**config.mk**
```make
export PLATFORM = sky130hd
export DESIGN_NAME = cpu_pointer_segment_regs
export DESIGN_NICKNAME = d
export VERILOG_FILES = /design/src/shared/seg_regs_pkg.sv /design/src/logic/cpu_pointer_segment_regs.sv /design/src/logic/seg_select.sv
export VERILOG_INCLUDE_DIRS = /design/src /design/src/shared
export SDC_FILE = /design/constraint.sdc
export NUM_CORES = 1
export LEC_CHECK = 0
export BUFFER_PORTS_ARGS = -buffer_cell sky130_fd_sc_hd__buf_2
export CAP_MARGIN = 10
export CORE_ASPECT_RATIO = 1.25
export CORE_MARGIN = 2
export CORE_UTILIZATION = 30
export CTS_BUF_LIST = sky130_fd_sc_hd__clkbuf_8 sky130_fd_sc_hd__clkbuf_16
export DETAILED_ROUTE_END_ITERATION = 10
export GPL_ROUTABILITY_DRIVEN = 0
export SLEW_MARGIN = 20
export SYNTH_ARGS = -nofsm -noshare
export SYNTH_HDL_FRONTEND = slang
export SYNTH_HIERARCHICAL = 1
export SYNTH_SLANG_ARGS = --single-unit
```
**constraint.sdc**
```tcl
create_clock -name ref_clk -period 7.74 [get_ports ref_clk]
set_input_delay 1.548 -clock ref_clk [delete_from_list [all_inputs] [get_ports ref_clk]]
set_output_delay 1.548 -clock ref_clk [all_outputs]
set_load 0.005 [all_outputs]
```
**src/shared/seg_regs_defs.svh**
```systemverilog
// Constants for the pointer and segment register block
`ifndef SEG_REGS_DEFS_SVH
`define SEG_REGS_DEFS_SVH
`define PTR_RESET 16'h0000
`define SEG_RESET 16'h0000
`define GPR_RESET 16'h0000
`define SEG_SHIFT 4
`define ADDR_W 20
`define NUM_GPR 4
`endif

```
**src/shared/seg_regs_pkg.sv**
```systemverilog
// Types for the pointer and segment register block
`default_nettype none
`include "seg_regs_defs.svh"
package seg_regs_pkg;
    typedef enum logic [1:0] {
        SEG_CODE,
        SEG_STACK,
        SEG_DATA0,
        SEG_DATA1
    } seg_sel_t;
    typedef enum logic [2:0] {
        ACC_FETCH,
        ACC_STACK,
        ACC_EA_FRAME,
        ACC_EA_OTHER,
        ACC_SRC_INDEX,
        ACC_DST_INDEX,
        ACC_IO
    } acc_kind_t;
    typedef enum logic [1:0] {
        GW_NONE,
        GW_WORD,
        GW_LOW,
        GW_HIGH
    } gpr_write_t;
endpackage
`default_nettype wire
```
**src/logic/cpu_pointer_segment_regs.sv**
```systemverilog
// Execution/prefetch pointers, segment and general registers, address former
// Contract
// - The execution pointer is 16 bits and counts up on each take from the queue.
// - Branch, call, return, break and interrupt load a new execution pointer.
// - A separate 16-bit prefetch pointer holds the next fetch offset.
// - The prefetch pointer counts up on each queue fetch, independently of execution.
// - On any control transfer the prefetch pointer takes the same value as the execution pointer.
// - Memory addresses are a 20-bit segment base plus a 16-bit offset.
// - I/O addresses are the offset alone with no segment.
// - Fetch uses the code segment and stack uses the stack segment, never overridden.
// - Frame-based operands default to stack, others to data zero, both overridable.
// - Source index accesses default to data zero and may be overridden.
// - Destination index accesses always use data one.
// - Four 16-bit general registers, each also reachable as two bytes.
`timescale 1ns/1ns
`default_nettype none
`include "seg_regs_defs.svh"
module cpu_pointer_segment_regs (
    input wire logic ref_clk,
    input wire logic resetn,
    input wire logic queue_take,
    input wire logic queue_fetch,
    input wire logic transfer_load,
    input wire logic [15:0] transfer_target,
    input wire logic [1:0] seg_write_sel,
    input wire logic seg_write,
    input wire logic [15:0] seg_write_data,
    input wire logic [1:0] gpr_write_sel,
    input wire seg_regs_pkg::gpr_write_t gpr_write_mode,
    input wire logic [15:0] gpr_write_data,
    input wire logic [1:0] gpr_read_sel,
    input wire seg_regs_pkg::acc_kind_t acc_kind,
    input wire logic override_valid,
    input wire seg_regs_pkg::seg_sel_t override_seg,
    input wire logic [15:0] effective_offset,
    input wire logic [15:0] stack_top_pointer,
    input wire logic [15:0] source_index,
    input wire logic [15:0] dest_index,
    output logic [15:0] execute_pointer,
    output logic [15:0] prefetch_offset,
    output logic [15:0] code_segment_base,
    output logic [15:0] stack_segment_base,
    output logic [15:0] data_segment_zero,
    output logic [15:0] data_segment_one,
    output logic [15:0] gpr_read_word,
    output logic [7:0] gpr_read_low,
    output logic [7:0] gpr_read_high,
    output logic [15:0] accumulator_word,
    output logic [15:0] base_word,
    output logic [15:0] count_word,
    output logic [15:0] data_word,
    output seg_regs_pkg::seg_sel_t used_seg,
    output logic [`ADDR_W-1:0] mem_address
);
    import seg_regs_pkg::*;

    logic [15:0] next_execute_pointer;
    logic [15:0] next_prefetch_offset;
    logic [15:0] segs [4];
    logic [15:0] next_segs [4];
    logic [15:0] gprs [`NUM_GPR];
    logic [15:0] next_gprs [`NUM_GPR];
    logic [15:0] acc_offset;

    // Pointer group: a control transfer outranks counting on both pointers
    always_comb begin
        next_execute_pointer = execute_pointer;
        next_prefetch_offset = prefetch_offset;
        if (transfer_load) begin
            next_execute_pointer = transfer_target;
            next_prefetch_offset = transfer_target;
        end else begin
            if (queue_take) begin
                next_execute_pointer = execute_pointer + 16'h0001;
            end
            if (queue_fetch) begin
                next_prefetch_offset = prefetch_offset + 16'h0001;
            end
        end
    end

    always_ff @(posedge ref_clk) begin
        if (!resetn) begin
            execute_pointer <= `PTR_RESET;
            prefetch_offset <= `PTR_RESET;
        end else begin
            execute_pointer <= next_execute_pointer;
            prefetch_offset <= next_prefetch_offset;
        end
    end

    // Segment and general register groups
    genvar gi;
    generate
        for (gi = 0; gi < 4; gi++) begin : g_regs
            always_comb begin
                next_segs[gi] = segs[gi];
                if (seg_write && seg_write_sel == 2'(gi)) begin
                    next_segs[gi] = seg_write_data;
                end
                next_gprs[gi] = gprs[gi];
                if (gpr_write_sel == 2'(gi)) begin
                    case (gpr_write_mode)
                        GW_WORD: next_gprs[gi] = gpr_write_data;
                        GW_LOW: next_gprs[gi] = {gprs[gi][15:8], gpr_write_data[7:0]};
                        GW_HIGH: next_gprs[gi] = {gpr_write_data[7:0], gprs[gi][7:0]};
                        default: next_gprs[gi] = gprs[gi];
                    endcase
                end
            end
            always_ff @(posedge ref_clk) begin
                if (!resetn) begin
                    segs[gi] <= `SEG_RESET;
                    gprs[gi] <= `GPR_RESET;
                end else begin
                    segs[gi] <= next_segs[gi];
                    gprs[gi] <= next_gprs[gi];
                end
            end
        end
    endgenerate

    assign code_segment_base = segs[SEG_CODE];
    assign stack_segment_base = segs[SEG_STACK];
    assign data_segment_zero = segs[SEG_DATA0];
    assign data_segment_one = segs[SEG_DATA1];
    assign accumulator_word = gprs[0];
    assign base_word = gprs[1];
    assign count_word = gprs[2];
    assign data_word = gprs[3];
    assign gpr_read_word = gprs[gpr_read_sel];
    // Byte halves read out of the same word so they never disagree
    assign gpr_read_low = gprs[gpr_read_sel][7:0];
    assign gpr_read_high = gprs[gpr_read_sel][15:8];

    // Offset source per access kind; fetch always uses the prefetch pointer
    always_comb begin
        case (acc_kind)
            ACC_FETCH: acc_offset = prefetch_offset;
            ACC_STACK: acc_offset = stack_top_pointer;
            ACC_SRC_INDEX: acc_offset = source_index;
            ACC_DST_INDEX: acc_offset = dest_index;
            default: acc_offset = effective_offset;
        endcase
    end

    seg_select u_seg_select (
        .kind(acc_kind),
        .override_valid(override_valid),
        .override_seg(override_seg),
        .seg_value(segs),
        .offset(acc_offset),
        .used_seg(used_seg),
        .address(mem_address)
    );

    property p_exec_inc;
        @(posedge ref_clk) disable iff (!resetn)
        (queue_take && !transfer_load) |=> execute_pointer == $past(execute_pointer) + 16'h0001;
    endproperty
    a_exec_inc: assert property (p_exec_inc) else $error("execute pointer stuck");

    property p_exec_load;
        @(posedge ref_clk) disable iff (!resetn)
        transfer_load |=> execute_pointer == $past(transfer_target);
    endproperty
    a_exec_load: assert property (p_exec_load) else $error("pointer not loaded");

    property p_exec_hold;
        @(posedge ref_clk) disable iff (!resetn)
        (!queue_take && !transfer_load) |=> $stable(execute_pointer);
    endproperty
    a_exec_hold: assert property (p_exec_hold) else $error("execute pointer moved");

    property p_pf_inc;
        @(posedge ref_clk) disable iff (!resetn)
        (queue_fetch && !transfer_load) |=> prefetch_offset == $past(prefetch_offset) + 16'h0001;
    endproperty
    a_pf_inc: assert property (p_pf_inc) else $error("prefetch pointer stuck");

    property p_pf_hold;
        @(posedge ref_clk) disable iff (!resetn)
        (!queue_fetch && !transfer_load) |=> $stable(prefetch_offset);
    endproperty
    a_pf_hold: assert property (p_pf_hold) else $error("prefetch pointer moved");

    property p_pf_sync;
        @(posedge ref_clk) disable iff (!resetn)
        transfer_load |=> prefetch_offset == execute_pointer;
    endproperty
    a_pf_sync: assert property (p_pf_sync) else $error("pointers differ");

    property p_fetch_code;
        @(posedge ref_clk) disable iff (!resetn)
        acc_kind == ACC_FETCH |-> used_seg == SEG_CODE
            && mem_address == 20'({segs[SEG_CODE], 4'h0} + {4'h0, prefetch_offset});
    endproperty
    a_fetch_code: assert property (p_fetch_code) else $error("fetch address wrong");

    property p_stack_fixed;
        @(posedge ref_clk) disable iff (!resetn)
        acc_kind == ACC_STACK |-> used_seg == SEG_STACK;
    endproperty
    a_stack_fixed: assert property (p_stack_fixed) else $error("stack seg overridden");

    property p_dst_fixed;
        @(posedge ref_clk) disable iff (!resetn)
        acc_kind == ACC_DST_INDEX |-> used_seg == SEG_DATA1;
    endproperty
    a_dst_fixed: assert property (p_dst_fixed) else $error("dest segment wrong");

    property p_io_flat;
        @(posedge ref_clk) disable iff (!resetn)
        acc_kind == ACC_IO |-> mem_address == {4'h0, effective_offset};
    endproperty
    a_io_flat: assert property (p_io_flat) else $error("io address segmented");

    property p_frame_default;
        @(posedge ref_clk) disable iff (!resetn)
        (acc_kind == ACC_EA_FRAME && !override_valid) |-> used_seg == SEG_STACK;
    endproperty
    a_frame_default: assert property (p_frame_default) else $error("frame seg wrong");

    property p_src_override;
        @(posedge ref_clk) disable iff (!resetn)
        acc_kind == ACC_SRC_INDEX |->
            used_seg == (override_valid ? override_seg : SEG_DATA0);
    endproperty
    a_src_override: assert property (p_src_override) else $error("source seg wrong");

    // Byte writes to any register must take the low data byte and spare the other half
    property p_low_write;
        @(posedge ref_clk) disable iff (!resetn)
        gpr_write_mode == GW_LOW
            |=> gprs[$past(gpr_write_sel)][15:8] == $past(gprs[gpr_write_sel][15:8])
            && gprs[$past(gpr_write_sel)][7:0] == $past(gpr_write_data[7:0]);
    endproperty
    a_low_write: assert property (p_low_write) else $error("low byte write wrong");

    property p_high_write;
        @(posedge ref_clk) disable iff (!resetn)
        gpr_write_mode == GW_HIGH
            |=> gprs[$past(gpr_write_sel)][7:0] == $past(gprs[gpr_write_sel][7:0])
            && gprs[$past(gpr_write_sel)][15:8] == $past(gpr_write_data[7:0]);
    endproperty
    a_high_write: assert property (p_high_write) else $error("high byte write wrong");

    c_transfer: cover property (@(posedge ref_clk) disable iff (!resetn) transfer_load);
    c_diverge: cover property (@(posedge ref_clk) disable iff (!resetn)
        queue_fetch && !queue_take ##1 prefetch_offset != execute_pointer);
    c_override: cover property (@(posedge ref_clk) disable iff (!resetn)
        acc_kind == ACC_EA_OTHER && override_valid);
    c_wrap: cover property (@(posedge ref_clk) disable iff (!resetn)
        mem_address < {4'h0, acc_offset} && acc_kind != ACC_IO);
endmodule
`default_nettype wire

```
**src/logic/seg_select.sv**
```systemverilog
// Default segment choice, override legality and 20-bit address forming
`timescale 1ns/1ns
`default_nettype none
`include "seg_regs_defs.svh"
module seg_select (
    input wire seg_regs_pkg::acc_kind_t kind,
    input wire logic override_valid,
    input wire seg_regs_pkg::seg_sel_t override_seg,
    input wire logic [15:0] seg_value [4],
    input wire logic [15:0] offset,
    output seg_regs_pkg::seg_sel_t used_seg,
    output logic [`ADDR_W-1:0] address
);
    import seg_regs_pkg::*;

    function automatic seg_sel_t default_seg(input acc_kind_t k);
        case (k)
            ACC_FETCH: default_seg = SEG_CODE;
            ACC_STACK, ACC_EA_FRAME: default_seg = SEG_STACK;
            ACC_DST_INDEX: default_seg = SEG_DATA1;
            default: default_seg = SEG_DATA0;
        endcase
    endfunction

    function automatic logic may_override(input acc_kind_t k);
        may_override = (k == ACC_EA_FRAME) || (k == ACC_EA_OTHER) || (k == ACC_SRC_INDEX);
    endfunction

    always_comb begin
        used_seg = (override_valid && may_override(kind)) ? override_seg : default_seg(kind);
        if (kind == ACC_IO) begin
            address = {4'h0, offset};
        end else begin
            address = {seg_value[used_seg], 4'h0} + {4'h0, offset};
        end
    end
endmodule
`default_nettype wire

```
==> run_results.csv <==
group,metric,value,unit
status,outcome,"finished, final reports clean",
clocking,cts_buffers,17,
die,start_util,30.5,%
global_routing,grt_max_degree,77,
synth,syn-num-nets,1186,
clocking,cts.path.max_buffers,2,
timing,final_hold_viol_count,0,
finish,drive_gt1_share,34.4,%
timing,setup_tns,0,ns
setup_path,end_kind,"output pin",
synth,synthFlopType,"dfxtp_1",
synth,synth_warnings,6,
die,die-width,158,um
worst_hold_path,hold_start,"gprs[0][4]",
setup_path,crit_type,"in -> out",
synth,synth_top_area_cell,"dfxtp_1",
setup_path,r2r-start,"execute_pointer[0]",
timing,worst_clock_skew,0.00695,ns
synth,ys_seq_area_share,35.9,%
clocking,ctsHoldBuffers,0,
setup_path,startpoint,"acc_kind[0]",
clocking,cts_sinks,160,
finish,fin_nets,1467,
synth,async_flop_share,0,%
die,core-area,29300,um2
finish,syn2layout_area_growth,26.9,%
synth,synthTopCellsByArea,"dfxtp_1, nand2_1, mux4_2, a21boi_0, o211a_1",
global_routing,grt_pass1_wl,47800,um
routing,drt_iter0_drc,507,
timing,fin_crit,6.81,ns
clocking,postCtsSetupRepairBufs,0,
timing,grt_setup_unrepaired,"false",
finish,n_fill_cell,3103,
setup_path,regToRegSetupSlack,6.08,ns
global_routing,antenna_found_initial,2,
clocking,worst_skew_pair.late_latency,0.43,ns
timing,drv_slew,0,
synth,ys_seq_elements,160,
global_routing,grt_usage,20.1,%
setup_path,worstPathArrival,5.26,ns
worst_hold_path,hp-class,"reg -> reg",
run,maxCapViolations,0,
timing,hold_ws,0.480,ns
finish,final_cell_mix,"buf_2, nand2_1, dfxtp_1",
placement,place.detailed.hpwl,25100,um
routing,drt_first_pass_iters,5,
timing,worstMarginPinSlew,1.05,ns
synth,synth.top_cell.area_share,35.9,%
die,rows,70,
routing,drtAntennaViolNets,0,
synth,synth.distinct_cells,61,
routing,drc,0,
die,io_pins,346,
global_routing,grt_pass1_vias,8114,
clocking,cts_root_buf,"clkbuf_16",
routing,wl_per_cell,18.8,um
finish,mostFrequentLayoutCell,"buf_2",
pwr,p_per_area,193,nW/um2
placement,io_buffers,345,
global_routing,grt-ovfl-total,0,
die,die-area,31200,um2
setup_path,cp_max_fo,28,
routing,drt_wl_total,32400,um
routing,routed_via_density,5.00,
synth,synth_area_per_cell,8.63,um2
timing,slew_headroom,29.4,%
timing,setup_violations,0,
routing,vias,8635,
clocking,cts_max_level,4,
synth,synthCells,1035,
setup_path,cp.required,6.19,ns
timing,fin_crit_sh,88.0,%
setup_path,start_kind,"primary input",
clocking,clk_pin_slew,0.07,ns
synth,synth_edf_count,0,
pwr,p_leak,5.22,nW
die,die_h,197,um
clocking,cts_tree,"done",
timing,clock.fmax,147,MHz
pwr,ir_drop,0.0999,mV
synth,mappedNetlistArea,8930,um2
clocking,cts_resized,0,
==> critical path: stages <==
cell      delay [ns]
buf_2           0.07
buf_4           0.25
or2_1           0.14
a21oi_1         0.05
or3_1           0.42
inv_2           0.35
and2_1          0.19
a211oi_1        0.04
a31oi_1         0.28
ha_1            0.31
a211o_1         0.30
a211oi_1        0.34
o21bai_1        0.12
a21oi_1         0.22
o21ai_0         0.13
xnor2_1         0.14
o21ai_0         0.20
buf_2           0.15
==> sequential cells by signal, indices dropped and copies added, names as in the netlist <==
signal,cells
stack_segment_base,16
code_segment_base,16
execute_pointer,16
prefetch_offset,16
gprs,64
data_segment_one,16
data_segment_zero,16
==> logic make-up after synthesis <==
group	share of synthesized area, %
mux	11.6
simple gates	20.6
fa+ha+maj	2.75
xor+xnor	3.92
compound gates	19.6
buf+inv	5.59
flops	35.9
==> power breakdown <==
group          switching (W)  internal, W
logic               0.000239     0.000200
clock network       0.000408     0.000432
registers          0.0000461     0.000860
total               0.000693      0.00149
==> routing by layer <==
layer  vias to the layer above  wire length, um  GRT usage [%]
met5                         -               13              0
met4                         2             1050           8.07
met3                        52             2130           4.82
met2                       311            15400           33.2
met1                      4069            13800           25.2
li1                       4201                -              -
==> Yosys cell counts (all sizes together), types with 21 or more instances <==
library cell  count
nand3            32
and2             21
mux4             32
nor2             26
a21oi            54
nand2           254
xnor2            25
dfxtp           160
a21boi           88
o211a            32
o21ai            35
clkbuf           48
buf              43
==> stage by stage <==
step                area (um2)  total power [W]  setup slack [ns]  instances  util [%]
finish                   11300          0.00218             0.927       1726      38.7
global placement         10700          0.00136              1.06       1693      36.7
floorplan                 8930          0.00118              1.54       1035         -
detailed placement       10800          0.00136             0.944       1693      36.8
CTS                      11300          0.00220             0.944       1725      38.7
global route             11300          0.00229             0.608       1726      38.7
==> path summary, 6_finish.rpt <==
path / end / cells after the start
max: mem_address[13] / 18
min reg2reg: gprs[0][4] / 2
min: gprs[0][4] / 2
max reg2reg: execute_pointer[14] / 5
==> final cells by class <==
cell class	instances	area [um2]	area share (%)
multi-input cells	775	5230	46.2
flip-flops and latches	160	3200	28.3
repair buffers	353	1790	15.8
well taps	396	495	4.37
clock buffers	17	425	3.75
clock inverters	15	153	1.35
inverters	9	33.8	0.298
diodes	1	2.50	0.0221
Power figures use the tool's default switching activity.
